$ cat src/hdl/asp_defs.svh
// Behaviour
// - Bit period is (divisor+1)*8 clocks, or 16 clocks when divisor is zero.
// - Divisor is sixteen bits, split over high and low byte registers.
// - A frame opens with one start bit, then one to eight data bits.
// - Optional parity bit follows data: even, odd or none.
// - Frame closes with one or two stop bits.
// - Receiver flags parity, overrun, framing and break separately.
// - Two wake-up schemes: idle line between blocks, or address bit.
// - Buffer-ready flag while transmit holding buffer has room.
// - Shifter-empty flag while no character is being shifted out.
// - Receive-ready flag once a character sits in the receive buffer.
// - Break-detected flag when the receive line shows a break.
// - Summary error flag set while any of the four errors stands.
// - Separate transmit and receive interrupt enables; break ignores receive enable.
// - Transmitter and receiver double-buffered, enabled separately, full duplex.
// - Non-return-to-zero line; each level held for a whole bit period.
// - Drive transmit pin, sample receive pin; pins released when unused.
// - Data in bits 7-0; bits 15-8 read zero, writes to them ignored.
// - Hardware measures incoming start bit to find the remote baud rate.
// - Optional 16-level transmit and receive queues with their control registers.
`ifndef ASP_DEFS_SVH
`define ASP_DEFS_SVH
// ----------------------------------------
// Register addresses
// ----------------------------------------
`define ASP_A_COMM 16'h7050
`define ASP_A_CTL1 16'h7051
`define ASP_A_BAUDH 16'h7052
`define ASP_A_BAUDL 16'h7053
`define ASP_A_CTL2 16'h7054
`define ASP_A_RXST 16'h7055
`define ASP_A_RXDBG 16'h7056
`define ASP_A_RXBUF 16'h7057
`define ASP_A_TXBUF 16'h7059
`define ASP_A_TXQ 16'h705A
`define ASP_A_RXQ 16'h705B
`define ASP_A_QCT 16'h705C
`define ASP_A_PRI 16'h705F
// ----------------------------------------
// Field positions
// ----------------------------------------
`define ASP_C_ADDRMODE 3
`define ASP_C_PAREN 5
`define ASP_C_PAREVEN 6
`define ASP_C_STOP2 7
`define ASP_1_RXEN 0
`define ASP_1_TXEN 1
`define ASP_1_SLEEP 2
`define ASP_1_TXWAKE 3
`define ASP_1_RUN 5
`define ASP_2_TXIE 0
`define ASP_2_RXIE 1
`define ASP_Q_EN 7
`define ASP_Q_RUN 6
`define ASP_T_ABDONE 7
`define ASP_T_ABEN 6
// ----------------------------------------
// Reset values and timing
// ----------------------------------------
`define ASP_RST_COMM 8'h07
`define ASP_RST_BYTE 8'h00
`define ASP_RST_QCTL 8'h40
`define ASP_DIV_ZERO_CYC 20'h00010
`define ASP_DIV_MULT_SH 3
`define ASP_IDLE_BITS 4'hA
`define ASP_QDEPTH 5'h10
`endif

$ cat src/hdl/asp_pkg.sv
package asp_pkg;
    typedef enum logic {ASP_IDLE, ASP_RUN} asp_phase_t;
    typedef logic [7:0] asp_byte_t;
endpackage : asp_pkg

$ cat src/hdl/asp_uart.sv
`timescale 1ns/100ps
`default_nettype none
`include "asp_defs.svh"
module asp_uart
    import asp_pkg::*;
(
    // Clock and reset
    input wire logic clk,
    input wire logic rst_n,
    // Register port
    input wire logic busSel,
    input wire logic busWr,
    input wire logic busRd,
    input wire logic [15:0] busAddr,
    input wire logic [15:0] busWdata,
    output logic [15:0] busRdata,
    // Serial pins
    input wire logic serialInPin,
    output logic serialOutPin,
    output logic serialOutEn_n,
    output logic serialInUsed,
    // Interrupt requests
    output logic txIrq,
    output logic rxIrq
);
    // ----------------------------------------
    // Registers
    // ----------------------------------------
    asp_byte_t comm_q, comm_d, ctl1_q, ctl1_d, ctl2_q, ctl2_d;
    asp_byte_t divH_q, divH_d, divL_q, divL_d, pri_q, pri_d;
    asp_byte_t txqc_q, txqc_d, rxqc_q, rxqc_d, qct_q, qct_d;
    logic pe_q, pe_d, oe_q, oe_d, fe_q, fe_d, brk_q, brk_d, wake_q, wake_d;
    logic [15:0] rdata_q, rdata_d;
    logic wrEn, rdEn, running, fifoOn;
    logic [15:0] div;
    logic [19:0] period;
    logic [4:0] cap;
    logic [3:0] dataLen;
    assign wrEn = busSel && busWr;
    assign rdEn = busSel && busRd;
    assign running = ctl1_q[`ASP_1_RUN];
    assign fifoOn = txqc_q[`ASP_Q_EN];
    assign div = {divH_q, divL_q};
    assign dataLen = {1'b0, comm_q[2:0]} + 4'h1;
    // Capacity 1 gives the plain double buffer
    assign cap = fifoOn ? `ASP_QDEPTH : 5'h01;
    always_comb begin
        if (div == 16'h0000) begin
            period = `ASP_DIV_ZERO_CYC;
        end else begin
            period = ({4'h0, div} + 20'h00001) << `ASP_DIV_MULT_SH;
        end
    end
    // ----------------------------------------
    // Input synchroniser
    // ----------------------------------------
    logic s1_q, s2_q, s3_q, rxLvl_q, rxPrev_q;
    always_ff @(posedge clk or negedge rst_n) begin
        if (!rst_n) begin
            s1_q <= 1'b1;
            s2_q <= 1'b1;
            s3_q <= 1'b1;
            rxLvl_q <= 1'b1;
            rxPrev_q <= 1'b1;
        end else begin
            s1_q <= serialInPin;
            s2_q <= s1_q;
            s3_q <= s2_q;
            rxLvl_q <= (s2_q == s3_q) ? s3_q : rxLvl_q;
            rxPrev_q <= rxLvl_q;
        end
    end
    // ----------------------------------------
    // Queues
    // ----------------------------------------
    asp_byte_t txMem [16];
    asp_byte_t rxMem [16];
    logic [3:0] txWp_q, txWp_d, txRp_q, txRp_d, rxWp_q, rxWp_d, rxRp_q, rxRp_d;
    logic [4:0] txN_q, txN_d, rxN_q, rxN_d;
    logic txPush, txPop, rxPush, rxPop, tx_buffer_ready_flag, rx_buffer_ready_flag;
    asp_byte_t rxByte;
    assign tx_buffer_ready_flag = txN_q < cap;
    assign rx_buffer_ready_flag = rxN_q != 5'h00;
    assign txPush = wrEn && busAddr == `ASP_A_TXBUF && tx_buffer_ready_flag;
    assign rxPop = rdEn && busAddr == `ASP_A_RXBUF && rx_buffer_ready_flag;
    always_comb begin
        txWp_d = txWp_q + {3'h0, txPush};
        txRp_d = txRp_q + {3'h0, txPop};
        txN_d = txN_q + {4'h0, txPush} - {4'h0, txPop};
        rxWp_d = rxWp_q + {3'h0, rxPush};
        rxRp_d = rxRp_q + {3'h0, rxPop};
        rxN_d = rxN_q + {4'h0, rxPush} - {4'h0, rxPop};
        if (!running || !txqc_q[`ASP_Q_RUN]) begin
            txWp_d = 4'h0;
            txRp_d = 4'h0;
            txN_d = 5'h00;
        end
        if (!running || !rxqc_q[`ASP_Q_RUN]) begin
            rxWp_d = 4'h0;
            rxRp_d = 4'h0;
            rxN_d = 5'h00;
        end
    end
    always_ff @(posedge clk) begin
        if (txPush) begin
            txMem[txWp_q] <= busWdata[7:0];
        end
        if (rxPush) begin
            rxMem[rxWp_q] <= rxByte;
        end
    end
    always_ff @(posedge clk or negedge rst_n) begin
        if (!rst_n) begin
            txWp_q <= 4'h0;
            txRp_q <= 4'h0;
            txN_q <= 5'h00;
            rxWp_q <= 4'h0;
            rxRp_q <= 4'h0;
            rxN_q <= 5'h00;
        end else begin
            txWp_q <= txWp_d;
            txRp_q <= txRp_d;
            txN_q <= txN_d;
            rxWp_q <= rxWp_d;
            rxRp_q <= rxRp_d;
            rxN_q <= rxN_d;
        end
    end
    // ----------------------------------------
    // Transmitter
    // ----------------------------------------
    asp_phase_t txPh_q, txPh_d;
    logic [19:0] txCnt_q, txCnt_d;
    logic [12:0] txSh_q, txSh_d, frame;
    logic [3:0] txLeft_q, txLeft_d, fLen;
    logic txLoad, parBit;
    asp_byte_t txByte;
    assign txByte = txMem[txRp_q];
    assign txLoad = txPh_q == ASP_IDLE && running && ctl1_q[`ASP_1_TXEN] && txN_q != 5'h00;
    assign txPop = txLoad;
    always_comb begin
        frame = 13'h1FFF;
        frame[0] = 1'b0;
        parBit = ~comm_q[`ASP_C_PAREVEN];
        for (int i = 0; i < 8; i++) begin
            if (i < int'(dataLen)) begin
                frame[1 + i] = txByte[i];
                parBit = parBit ^ txByte[i];
            end
        end
        fLen = dataLen + 4'h1;
        if (comm_q[`ASP_C_ADDRMODE]) begin
            frame[fLen] = ctl1_q[`ASP_1_TXWAKE];
            parBit = parBit ^ ctl1_q[`ASP_1_TXWAKE];
            fLen = fLen + 4'h1;
        end
        if (comm_q[`ASP_C_PAREN]) begin
            frame[fLen] = parBit;
            fLen = fLen + 4'h1;
        end
        fLen = fLen + (comm_q[`ASP_C_STOP2] ? 4'h2 : 4'h1);
    end
    always_comb begin
        txPh_d = txPh_q;
        txCnt_d = txCnt_q;
        txSh_d = txSh_q;
        txLeft_d = txLeft_q;
        case (txPh_q)
            ASP_IDLE: begin
                if (txLoad) begin
                    txPh_d = ASP_RUN;
                    txSh_d = frame;
                    txLeft_d = fLen;
                    txCnt_d = period - 20'h00001;
                end
            end
            ASP_RUN: begin
                if (!running) begin
                    txPh_d = ASP_IDLE;
                end else if (txCnt_q != 20'h00000) begin
                    txCnt_d = txCnt_q - 20'h00001;
                end else begin
                    txSh_d = {1'b1, txSh_q[12:1]};
                    txLeft_d = txLeft_q - 4'h1;
                    txCnt_d = period - 20'h00001;
                    if (txLeft_q == 4'h1) begin
                        txPh_d = ASP_IDLE;
                    end
                end
            end
            default: txPh_d = ASP_IDLE;
        endcase
    end
    always_ff @(posedge clk or negedge rst_n) begin
        if (!rst_n) begin
            txPh_q <= ASP_IDLE;
            txCnt_q <= 20'h00000;
            txSh_q <= 13'h1FFF;
            txLeft_q <= 4'h0;
        end else begin
            txPh_q <= txPh_d;
            txCnt_q <= txCnt_d;
            txSh_q <= txSh_d;
            txLeft_q <= txLeft_d;
        end
    end
    // ----------------------------------------
    // Receiver
    // ----------------------------------------
    asp_phase_t rxPh_q, rxPh_d;
    logic [19:0] rxCnt_q, rxCnt_d;
    logic [11:0] rxBits_q, rxBits_d;
    logic [3:0] rxIdx_q, rxIdx_d, idle_q, idle_d, need, p;
    logic rxIdleWake_q, rxIdleWake_d, rxDone, addrBit, parX, accept;
    logic rxOn;
    assign rxOn = running && ctl1_q[`ASP_1_RXEN];
    assign need = dataLen + 4'h2 + {3'h0, comm_q[`ASP_C_ADDRMODE]}
        + {3'h0, comm_q[`ASP_C_PAREN]};
    assign rxDone = rxPh_q == ASP_RUN && rxCnt_q == 20'h00000
        && rxIdx_q == need - 4'h1;
    always_comb begin
        rxByte = 8'h00;
        parX = ~comm_q[`ASP_C_PAREVEN];
        for (int i = 0; i < 8; i++) begin
            if (i < int'(dataLen)) begin
                rxByte[i] = rxBits_q[1 + i];
                parX = parX ^ rxBits_q[1 + i];
            end
        end
        p = dataLen + 4'h1;
        addrBit = 1'b0;
        if (comm_q[`ASP_C_ADDRMODE]) begin
            addrBit = rxBits_q[p];
            parX = parX ^ addrBit;
            p = p + 4'h1;
        end
        if (comm_q[`ASP_C_PAREN]) begin
            parX = parX ^ rxBits_q[p];
            p = p + 4'h1;
        end
    end
    // Sleeping receivers take only the wake character
    assign accept = !ctl1_q[`ASP_1_SLEEP]
        || (comm_q[`ASP_C_ADDRMODE] ? addrBit : rxIdleWake_q);
    assign rxPush = rxDone && accept && rxN_q < cap;
    always_comb begin
        rxPh_d = rxPh_q;
        rxCnt_d = rxCnt_q;
        rxBits_d = rxBits_q;
        rxIdx_d = rxIdx_q;
        idle_d = idle_q;
        rxIdleWake_d = rxIdleWake_q;
        case (rxPh_q)
            ASP_IDLE: begin
                rxCnt_d = (rxCnt_q == 20'h00000) ? period - 20'h00001 : rxCnt_q - 20'h00001;
                if (rxCnt_q == 20'h00000 && rxLvl_q && idle_q != `ASP_IDLE_BITS) begin
                    idle_d = idle_q + 4'h1;
                end
                if (rxOn && rxPrev_q && !rxLvl_q) begin
                    rxPh_d = ASP_RUN;
                    rxCnt_d = (period >> 1) - 20'h00001;
                    rxIdx_d = 4'h0;
                    rxBits_d = 12'h000;
                    rxIdleWake_d = idle_q == `ASP_IDLE_BITS;
                    idle_d = 4'h0;
                end
            end
            ASP_RUN: begin
                if (!rxOn) begin
                    rxPh_d = ASP_IDLE;
                end else if (rxCnt_q != 20'h00000) begin
                    rxCnt_d = rxCnt_q - 20'h00001;
                end else begin
                    rxBits_d[rxIdx_q] = rxLvl_q;
                    rxIdx_d = rxIdx_q + 4'h1;
                    rxCnt_d = period - 20'h00001;
                    // Glitch on start bit is dropped
                    if ((rxIdx_q == 4'h0 && rxLvl_q) || rxDone) begin
                        rxPh_d = ASP_IDLE;
                    end
                end
            end
            default: rxPh_d = ASP_IDLE;
        endcase
    end
    always_ff @(posedge clk or negedge rst_n) begin
        if (!rst_n) begin
            rxPh_q <= ASP_IDLE;
            rxCnt_q <= 20'h00000;
            rxBits_q <= 12'h000;
            rxIdx_q <= 4'h0;
            idle_q <= 4'h0;
            rxIdleWake_q <= 1'b0;
        end else begin
            rxPh_q <= rxPh_d;
            rxCnt_q <= rxCnt_d;
            rxBits_q <= rxBits_d;
            rxIdx_q <= rxIdx_d;
            idle_q <= idle_d;
            rxIdleWake_q <= rxIdleWake_d;
        end
    end
    // ----------------------------------------
    // Baud measurement
    // ----------------------------------------
    logic [19:0] ab_q, ab_d;
    logic abEnd;
    logic [16:0] abDiv;
    assign abEnd = qct_q[`ASP_T_ABEN] && !rxPrev_q && rxLvl_q && ab_q != 20'h00000;
    assign abDiv = ab_q[19:3] - 17'h00001;
    always_comb begin
        ab_d = ab_q;
        if (!qct_q[`ASP_T_ABEN] || rxLvl_q) begin
            ab_d = 20'h00000;
        end else if (ab_q != 20'hFFFFF) begin
            ab_d = ab_q + 20'h00001;
        end
    end
    always_ff @(posedge clk or negedge rst_n) begin
        if (!rst_n) begin
            ab_q <= 20'h00000;
        end else begin
            ab_q <= ab_d;
        end
    end
    // ----------------------------------------
    // Register writes and flags
    // ----------------------------------------
    always_comb begin
        comm_d = comm_q;
        ctl1_d = ctl1_q;
        ctl2_d = ctl2_q;
        divH_d = divH_q;
        divL_d = divL_q;
        pri_d = pri_q;
        txqc_d = txqc_q;
        rxqc_d = rxqc_q;
        qct_d = qct_q;
        if (wrEn) begin
            case (busAddr)
                `ASP_A_COMM: comm_d = busWdata[7:0];
                `ASP_A_CTL1: ctl1_d = busWdata[7:0];
                `ASP_A_CTL2: ctl2_d = {6'h00, busWdata[1:0]};
                `ASP_A_BAUDH: divH_d = busWdata[7:0];
                `ASP_A_BAUDL: divL_d = busWdata[7:0];
                `ASP_A_TXQ: txqc_d = {busWdata[7:6], 6'h00};
                `ASP_A_RXQ: rxqc_d = {1'b0, busWdata[6], 6'h00};
                `ASP_A_QCT: qct_d = {qct_q[7] & ~busWdata[7], busWdata[6], 6'h00};
                `ASP_A_PRI: pri_d = busWdata[7:0];
                default: ;
            endcase
        end
        if (abEnd) begin
            {divH_d, divL_d} = (abDiv[16] || ab_q < 20'h00010) ? 16'h0000 : abDiv[15:0];
            qct_d[`ASP_T_ABDONE] = 1'b1;
            qct_d[`ASP_T_ABEN] = 1'b0;
        end
    end
    always_comb begin
        pe_d = pe_q;
        oe_d = oe_q;
        fe_d = fe_q;
        brk_d = brk_q;
        wake_d = wake_q;
        if (!running) begin
            {pe_d, oe_d, fe_d, brk_d, wake_d} = 5'h00;
        end
        // Set after clear so a new event wins
        if (rxDone) begin
            wake_d = comm_q[`ASP_C_ADDRMODE] ? addrBit : rxIdleWake_q;
            if (comm_q[`ASP_C_PAREN] && parX) begin
                pe_d = 1'b1;
            end
            // Stop level is this cycle's sample, not yet in rxBits_q
            if (!rxLvl_q) begin
                fe_d = 1'b1;
            end
            if (!rxLvl_q && (rxBits_q & ~(12'hFFF << (need - 4'h1))) == 12'h000) begin
                brk_d = 1'b1;
            end
            if (accept && rxN_q >= cap) begin
                oe_d = 1'b1;
            end
        end
    end
    always_ff @(posedge clk or negedge rst_n) begin
        if (!rst_n) begin
            comm_q <= `ASP_RST_COMM;
            ctl1_q <= `ASP_RST_BYTE;
            ctl2_q <= `ASP_RST_BYTE;
            divH_q <= `ASP_RST_BYTE;
            divL_q <= `ASP_RST_BYTE;
            pri_q <= `ASP_RST_BYTE;
            txqc_q <= `ASP_RST_QCTL;
            rxqc_q <= `ASP_RST_QCTL;
            qct_q <= `ASP_RST_BYTE;
            {pe_q, oe_q, fe_q, brk_q, wake_q} <= 5'h00;
        end else begin
            comm_q <= comm_d;
            ctl1_q <= ctl1_d;
            ctl2_q <= ctl2_d;
            divH_q <= divH_d;
            divL_q <= divL_d;
            pri_q <= pri_d;
            txqc_q <= txqc_d;
            rxqc_q <= rxqc_d;
            qct_q <= qct_d;
            {pe_q, oe_q, fe_q, brk_q, wake_q} <= {pe_d, oe_d, fe_d, brk_d, wake_d};
        end
    end
    // ----------------------------------------
    // Read port and outputs
    // ----------------------------------------
    logic rxErr, txEmpty;
    assign rxErr = pe_q | oe_q | fe_q | brk_q;
    assign txEmpty = txPh_q == ASP_IDLE;
    always_comb begin
        rdata_d = 16'h0000;
        if (rdEn) begin
            case (busAddr)
                `ASP_A_COMM: rdata_d[7:0] = comm_q;
                `ASP_A_CTL1: rdata_d[7:0] = ctl1_q;
                `ASP_A_BAUDH: rdata_d[7:0] = divH_q;
                `ASP_A_BAUDL: rdata_d[7:0] = divL_q;
                `ASP_A_CTL2: rdata_d[7:0] = {tx_buffer_ready_flag, txEmpty, 4'h0, ctl2_q[1:0]};
                `ASP_A_RXST: rdata_d[7:0] = {rxErr, rx_buffer_ready_flag, brk_q, fe_q, oe_q, pe_q, wake_q, 1'b0};
                `ASP_A_RXDBG: rdata_d[7:0] = rxMem[rxRp_q];
                `ASP_A_RXBUF: rdata_d[7:0] = rxMem[rxRp_q];
                `ASP_A_TXQ: rdata_d[7:0] = {txqc_q[7:6], 1'b0, txN_q};
                `ASP_A_RXQ: rdata_d[7:0] = {rxqc_q[7:6], 1'b0, rxN_q};
                `ASP_A_QCT: rdata_d[7:0] = qct_q;
                `ASP_A_PRI: rdata_d[7:0] = pri_q;
                default: rdata_d = 16'h0000;
            endcase
        end
    end
    always_ff @(posedge clk or negedge rst_n) begin
        if (!rst_n) begin
            rdata_q <= 16'h0000;
        end else begin
            rdata_q <= rdata_d;
        end
    end
    assign busRdata = rdata_q;
    assign serialOutPin = (txPh_q == ASP_RUN) ? txSh_q[0] : 1'b1;
    assign serialOutEn_n = !(running && ctl1_q[`ASP_1_TXEN]);
    assign serialInUsed = rxOn;
    assign txIrq = ctl2_q[`ASP_2_TXIE] && tx_buffer_ready_flag;
    assign rxIrq = (ctl2_q[`ASP_2_RXIE] && (rx_buffer_ready_flag || rxErr)) || brk_q;
    // ----------------------------------------
    // Checks
    // ----------------------------------------
    property p_idle_high;
        @(posedge clk) disable iff (!rst_n) txPh_q == ASP_IDLE |-> serialOutPin;
    endproperty
    a_idle_high: assert property (p_idle_high) else $error("line not high at idle");
    property p_start_low;
        @(posedge clk) disable iff (!rst_n) txLoad |=> !serialOutPin;
    endproperty
    a_start_low: assert property (p_start_low) else $error("no start bit");
    property p_div_zero;
        @(posedge clk) disable iff (!rst_n)
            txLoad && div == 16'h0000 && running |=> txCnt_q == 20'h0000F ##15 txCnt_q == 20'h00000;
    endproperty
    a_div_zero: assert property (p_div_zero) else $error("bit period not 16");
    property p_hold;
        @(posedge clk) disable iff (!rst_n)
            txPh_q == ASP_RUN && txCnt_q != 20'h00000 && running |=> $stable(serialOutPin);
    endproperty
    a_hold: assert property (p_hold) else $error("level changed mid bit");
    property p_upper_zero;
        @(posedge clk) disable iff (!rst_n) rdEn |=> busRdata[15:8] == 8'h00;
    endproperty
    a_upper_zero: assert property (p_upper_zero) else $error("upper byte not zero");
    property p_rx_ready;
        @(posedge clk) disable iff (!rst_n) rxPush && !rxPop |=> rx_buffer_ready_flag;
    endproperty
    a_rx_ready: assert property (p_rx_ready) else $error("ready not set");
    property p_break;
        @(posedge clk) disable iff (!rst_n)
            rxDone && rxBits_q == 12'h000 && !rxLvl_q && running |=> brk_q && rxErr;
    endproperty
    a_break: assert property (p_break) else $error("break missed");
    property p_tx_empty;
        @(posedge clk) disable iff (!rst_n) txLoad |=> !txEmpty;
    endproperty
    a_tx_empty: assert property (p_tx_empty) else $error("empty while shifting");
    property p_tx_full;
        @(posedge clk) disable iff (!rst_n) txN_q >= cap |-> !txPush;
    endproperty
    a_tx_full: assert property (p_tx_full) else $error("write taken while full");
endmodule : asp_uart
`default_nettype wire

$ cat config.mk
export PLATFORM = sky130hd
export DESIGN_NAME = asp_uart
export DESIGN_NICKNAME = d
export VERILOG_FILES = /design/src/hdl/asp_pkg.sv /design/src/hdl/asp_uart.sv
export VERILOG_INCLUDE_DIRS = /design/src /design/src/hdl
export SDC_FILE = /design/constraint.sdc
export NUM_CORES = 1
export LEC_CHECK = 0
export ABC_AREA = 1
export BUFFER_PORTS_ARGS = -buffer_cell sky130_fd_sc_hd__buf_2
export CELL_PAD_IN_SITES_DETAIL_PLACEMENT = 0
export CELL_PAD_IN_SITES_GLOBAL_PLACEMENT = 2
export CORE_MARGIN = 4
export CORE_UTILIZATION = 36
export CTS_CLUSTER_DIAMETER = 80
export CTS_CLUSTER_SIZE = 16
export DETAILED_ROUTE_END_ITERATION = 16
export HOLD_SLACK_MARGIN = 0.1
export PLACE_DENSITY_LB_ADDON = 0.1
export SLEW_MARGIN = 20
export SYNTH_ARGS = -nofsm -noshare
export SYNTH_HDL_FRONTEND = slang
export SYNTH_SLANG_ARGS = --single-unit
$ cat constraint.sdc
create_clock -name clk -period 4.1 [get_ports clk]
set_clock_uncertainty 0.1 [all_clocks]
set_input_delay 0.41 -clock clk [delete_from_list [all_inputs] [get_ports clk]]
set_output_delay 0.41 -clock clk [all_outputs]
set_load 0.02 [all_outputs]
-- Word-level counts from Yosys, hierarchy flattened
Memories as Yosys holds them, arrays and structs flattened.
Cells that the tools add are included.
- flip-flop bits (word level): 199
- bits in writable memories: 256
- bits of input ports: 38
- output and inout port bits: 21
- word-level logic and storage cells: 349
- memories kept: 2
- add/sub/neg operators: 27
- $lt $le $gt $ge: 18
- eq/ne operators: 26
- shifts and indexed selects: 1
- multiplexer cells: 132
- bitwise gates (word level): 29
- reduce and logical (&&, ||, !) cells: 77
- memories (name ; words ; width ; rd ports ; clocked after memory_dff ; write ports ; RTL line ; RTL):
    rxMem ; 16 ; 8 ; 1 ; 0 ; 1 ; asp_uart.sv:77 ; asp_byte_t rxMem [16];
    txMem ; 16 ; 8 ; 1 ; 0 ; 1 ; asp_uart.sv:76 ; asp_byte_t txMem [16];
- operator list (cell ; number):
    equality test 16 x 15 -> 1 bit (second input constant) ; 13
    two-way mux 20 bit ; 10
    case mux 8 bit (11 select lines) ; 1
    case mux 20 bit (2 select lines) ; 2
    two-way mux 8 bit ; 9
    two-way mux 1 bit ; 68
    two-way mux 13 bit ; 5
    nonzero test 20 bit ; 3
    subtractor 20 x 1 -> 20 bit (second input constant) ; 3
    two-way mux 4 bit ; 14
    two-way mux 12 bit ; 3
    logical AND 1 bit ; 31
    bitwise mux 13 bit ; 2
    case mux 13 bit (2 select lines) ; 1
    adder 4 x 1 -> 4 bit ; 6
    case mux 12 bit (2 select lines) ; 1
    AND reduction 2 bit ; 12
    adder 20 x 1 -> 20 bit (second input constant) ; 1
    adder 4 x 1 -> 4 bit (second input constant) ; 5
    logical NOT 20 bit ; 1
    < comparator 20 x 5 -> 1 bit (second input constant) ; 1
    inequality test 20 bit (second input constant) ; 1
    subtractor 19 x 1 -> 20 bit (second input constant) ; 1
    XOR 1 bit ; 19
    other kinds (45) ; 97

-- Depth between registers and ports, before layout
- depth in word-level cells: 24
- depth in mapped cells: 26
- mapped depth without buffers: 25

-- Least setup slack after synthesis
OpenSTA, ideal clock, no wires.
- kind: register -> register
- start point: reg comm_q[3]
- end point: reg rxN_q[4]
- setup time: 0.128 ns
- arrival: 4.153 ns
- required time: 3.872 ns
- setup slack: -0.282 ns
- cell stages (with the launch flop): 23
- path buffers: 1
- clock period less this slack: 4.382 ns
- cells stage by stage: dfrtp_1 > inv_1 > ha_1 > clkbuf_1 > inv_1 > ha_1 > fa_1 > xor2_1 > nor3_1 > nand3_1 > nor2_4 > nand2_2 > nor2_4 > inv_1 > ha_1 > inv_1 > ha_1 > fa_1 > a21oi_1 > nor2_1 > nor2_1 > xor2_1 > nor2_1
- cells in the longest elaborated chain, start to end: 10
- elaborated cells between the ends (all ways): 12
- those cells by class: 5 x add/sub; 1 x eq/ne; 2 x mux; 4 x reduce/logical
- RTL lines (element ; RTL line ; RTL):
    start: declaration ; asp_uart.sv:29 ; asp_byte_t comm_q, comm_d, ctl1_q, ctl1_d, ctl2_q, ctl2_d;
    start signal: assignment ; asp_uart.sv:388 ; comm_q <= `ASP_RST_COMM;
    start signal: assignment ; asp_uart.sv:399 ; comm_q <= comm_d;
    adder 4 x 1 -> 4 bit (2 in a row) ; asp_uart.sv:217 ; assign need = dataLen + 4'h2 + {3'h0, comm_q[`ASP_C_ADDRMODE]}
    subtractor 4 x 1 -> 4 bit ; asp_uart.sv:220 ; && rxIdx_q == need - 4'h1;
    equality test 4 bit ; asp_uart.sv:220 ;
    logical AND 1 bit ; asp_uart.sv:220 ;
    logical AND 1 bit * (2 in a row) ; asp_uart.sv:245 ; assign rxPush = rxDone && accept && rxN_q < cap;
    adder 5 x 1 -> 5 bit * ; asp_uart.sv:92 ; rxN_d = rxN_q + {4'h0, rxPush} - {4'h0, rxPop};
    subtractor 5 x 1 -> 5 bit * ; asp_uart.sv:92 ;
    two-way mux 5 bit * ; asp_uart.sv:98 ; if (!running || !rxqc_q[`ASP_Q_RUN]) begin
    named net rxN_d[4] ; asp_uart.sv:79 ; logic [4:0] txN_q, txN_d, rxN_q, rxN_d;
    end signal: assignment ; asp_uart.sv:126 ; rxN_q <= rxN_d;
    end: declaration ; asp_uart.sv:79 ;
Mark *: on every way through the listed nets, which the timed path passes. The rest lies on a longest branch.
A chain may end at the register's enable or synchronous reset.

-- Worst setup path after layout
- start point: reg comm_q[0]
- end point: reg rxN_q[4]
- cells in the longest elaborated chain, start to end: 12
- elaborated cells between the ends (all ways): 17
- those cells by class: 8 x add/sub; 1 x eq/ne; 4 x mux; 4 x reduce/logical
- RTL lines (element ; RTL line ; RTL):
    adder 3 x 1 -> 4 bit * ; asp_uart.sv:44 ; assign dataLen = {1'b0, comm_q[2:0]} + 4'h1;
    adder 4 x 2 -> 4 bit ; asp_uart.sv:217 ;
    adder 4 x 1 -> 4 bit (2 in a row) ; asp_uart.sv:217 ;
    subtractor 4 x 1 -> 4 bit ; asp_uart.sv:220 ;
    equality test 4 bit ; asp_uart.sv:220 ;
    logical AND 1 bit ; asp_uart.sv:220 ;
    logical AND 1 bit * (2 in a row) ; asp_uart.sv:245 ;
    adder 5 x 1 -> 5 bit * ; asp_uart.sv:92 ;
    subtractor 5 x 1 -> 5 bit * ; asp_uart.sv:92 ;
    two-way mux 5 bit * ; asp_uart.sv:98 ;
    named net rxN_d[4] ; asp_uart.sv:79 ;
Mark *: on every way through the listed nets, which the timed path passes. The rest lies on a longest branch. The select of a mux whose other input is x is not followed.

==> impl_metrics.ini <==
[floorplanning]
start_util = 0.365
rows = 94
num_io_pins = 59
dieArea_um2 = 71100
core_um2 = 66000
die_y_um = 267
die_w_um = 267

[finish]
fillerInstances = 6642
areaGrowthSynthToFinish_pct = 13.2
diodes = 0
nets = 2999
drive_gt1_frac = 0.109

[min_path]
hold_class = input port to flip-flop

[setup_path]
crit_end = rxN_q[4]$_DFF_PN0_
critPathMaxFanout = 4
cp.arrival_ns = 4.29
path_buf_inv = 3
crit_path_top_delay_cell = dfstp_2
crit_path_end_kind = flip-flop
start_kind = flip-flop
required_ns = 4.45
crit_type = flip-flop to flip-flop
worstSetupStartpoint = comm_q[0]$_DFFE_PN1P_
path_common_cell = ha_4
r2r-start = comm_q[0]$_DFFE_PN1P_
crit_chain = inv_2 -> ha_4 -> ha_4 -> a21oi_2 -> or2_4 -> xor2_4 -> xor2_2 -> nand3_2 -> nor2_4 -> nand2_4 -> nor2_4 -> inv_2 -> ha_4 -> inv_2 -> ha_4 -> fa_2 -> a21oi_2 -> nor2_1 -> nor2_1 -> xor2_1 -> nor2_1
cp.depth = 21
reg2regPathDepth = 21
rrSetupSlack_ns = 0.16
critPathMaxStageDelay_ns = 0.61
crit_family = adder cells
timing.rr.end = rxN_q[4]$_DFF_PN0_

[power_and_ir_drop]
comb_power_share = 0.127
power_mw = 10.3
ir_drop_uv = 346
seq_power_share = 0.490
switchingPower_mw = 3.02
leakage_nw = 11.3
powerDensity_nw_per_um2 = 378
power.share.clock = 0.383
p_sw_frac = 0.293
internal_power_mw = 7.28

[synthesis]
synth-edff-count = 256
synthesis.area_um2 = 24100
avgSynthCellArea_um2 = 8.60
synth_warnings = 0
synth_seq_area_share = 0.519
synth-main-ff-cell = edfxtp_1
synthArstFlopShare = 0.427
synth_seq_cells = 447
postSynthCellCount = 2800
synth_cell_types = 70

[place]
place.gp.congestion = 0.866
place_hpwl_um = 56100
io_buffers = 42

[detailed_routing]
drt_iter0_markers = 1291
viasPerCell = 5.13
firstDrtPassIters = 7
num_vias = 19500
ant_nets = 0
wl_per_cell_um = 20.3
finalWirelength_um = 77200
drc = 0

[clock_network]
root_buffer = clkbuf_16
clock_sinks = 447
insertion_delay_ns = 0.59
cts-buffers-inserted = 40
clk_pin_slew_ns = 0.08
htree_num_levels = 2
cts_tree = yes
max-clock-path-buffers = 3

[sta]
min_period_ns = 3.94
rsz0062_at_grt = true
max_slew_margin = 0.451
fin_crit_sh = 0.961
hold_violations = 0
setup_viol = 0
worst_pin_slew_ns = 0.816
hold_slack_ns = 0.159
fmax_ghz = 0.254
drv_slew = 0

[global_routing]
overflow = 0
grt_pass1_vias = 18800
antenna_found_initial = 0
grt_pass1_wl_um = 117000
grt_usage = 0.216
grt_max_degree = 112

[run_status]
outcome = complete, no violations

[flow_run]
cap_violations = 0
==> cell families after synthesis <==
group / share of synthesized area
AOI/OAI and AO/OA: 0.114
DFF: 0.519
and+or+nand+nor: 0.236
other: 0.000156
adders and majority gates: 0.0339
buffers and inverters: 0.0677
xor gates and xnor gates: 0.0286
muxes: 0.000883
==> stage by stage <==
stage / setup WS (ns) / std cells / TNS, ns / instance area, um2 / utilization
global placement: -0.00748 / 3709 / -0.00748 / 25700 / 0.390
global route: -0.0878 / 3795 / -0.0878 / 27200 / 0.413
floorplan: 0.00706 / 2807 / 0 / 24200 / -
detailed placement: -0.0587 / 3709 / -0.0587 / 25700 / 0.390
finish: 0.159 / 3795 / 0 / 27200 / 0.413
CTS: 0.00899 / 3786 / 0 / 27100 / 0.411
==> worst register-to-register path, delay by kind of cell (launching register included) <==
kind	cells	cell delay, ns
DFF	1	0.61
AOI/OAI and AO/OA	2	0.18
xor gates and xnor gates	3	0.50
buffers and inverters	3	0.16
adders and majority gates	5	1.26
and+or+nand+nor	8	0.99
==> metal layers <==
layer  GRT usage  vias up  wire length [um]
met5           0        -                 0
met4      0.0425        0              1340
met3      0.0301       71              3280
met2       0.355      383             36000
met1       0.308     9468             36600
li1            -     9558                 -
==> cell usage after synthesis (24+ instances only) <==
library cell / n / area (um2)
nand2_1: 668 / 2510
nor2_1: 359 / 1350
inv_1: 285 / 1070
edfxtp_1: 256 / 7690
dfrtp_1: 168 / 4200
o21ai_0: 164 / 821
a21oi_1: 148 / 741
nand3_1: 148 / 741
ha_1: 58 / 726
clkbuf_1: 52 / 195
xor2_1: 52 / 455
nor3_1: 49 / 245
nand4_1: 34 / 213
a22oi_1: 28 / 210
o22ai_1: 28 / 175
a31oi_1: 24 / 150
==> flip-flops by register name, summed over array words and instances, names as in the netlist, 12 cells and up <==
register	cells
txCnt_q	20
txSh_q	13
txMem	128
ab_q	20
rxCnt_q	20
rxBits_q	12
rxMem	128
==> power by group through the flow <==
| stage | combinational [mW] | sequential (mW) | clock, mW |
|---|---|---|---|
| 3_5_place_dp | 1.32 | 5.14 | 0 |
| 6_report | 1.30 | 5.05 | 3.95 |
| 2_1_floorplan | 0.741 | 5.05 | 0 |
| 5_1_grt | 1.43 | 5.06 | 4.25 |
| 3_3_place_gp | 1.31 | 5.14 | 0 |
| 4_1_cts | 1.32 | 5.04 | 4.07 |
==> layout make-up <==
cell class | count | area, um2 | area share
multi-input cells | 1955 | 10100 | 0.371
well taps | 864 | 1080 | 0.0397
clock inverters | 15 | 239 | 0.00877
repair buffers | 144 | 1050 | 0.0386
clock buffers | 59 | 1090 | 0.0401
inverters | 311 | 1180 | 0.0434
flip-flops and latches | 447 | 12500 | 0.459
==> repair_timing <==
item	in CTS	in global routing
endpoints found under the setup margin	1	2
buffers inserted	1	8
hold buffers	2	0
endpoints found under the hold margin	92	0
pin swaps	8	18
gates resized for setup	4	14
==> worst min-delay path by stage <==
stage,from,end,slack (ns),cells past startpoint
after floorplan,rst_n,ab_q[0]$_DFFE_PN0P_,0.01,0
after global placement,s1_q$_DFF_PN1_,s2_q$_DFF_PN1_,0.25,0
after detailed placement,s1_q$_DFF_PN1_,s2_q$_DFF_PN1_,0.25,0
after CTS,busWdata[7],txMem[9][7]$_DFFE_PP_,0.11,1
after global routing,busWdata[1],txMem[10][1]$_DFFE_PP_,0.13,1
final,busWdata[1],txMem[9][1]$_DFFE_PP_,0.16,1
==> layout by cell type (no fill, tap or decap), drive strengths merged, types with 3 or more instances in the layout <==
| cell type | n |
|---|---|
| nand2 | 680 |
| nor2 | 373 |
| inv | 307 |
| edfxtp | 256 |
| o21ai | 175 |
| dfrtp | 168 |
| nand3 | 156 |
| a21oi | 149 |
| buf | 142 |
| clkbuf | 59 |
| ha | 58 |
| xor2 | 56 |
| nor3 | 51 |
| nand4 | 35 |
| o22ai | 28 |
| a22oi | 28 |
| a31oi | 24 |
| dfstp | 23 |
| nor4 | 20 |
| o211ai | 19 |
| xnor2 | 18 |
| clkinv | 15 |
| o31ai | 11 |
| or2 | 10 |
| a211oi | 8 |
| conb | 8 |
| a221oi | 7 |
| o221ai | 5 |
| and3 | 4 |
| fa | 4 |
| o21a | 3 |
| nor3b | 3 |
| a32o | 3 |
| a311oi | 3 |
| o2111ai | 3 |
| bufinv | 3 |
Power figures use the tool's default switching activity.
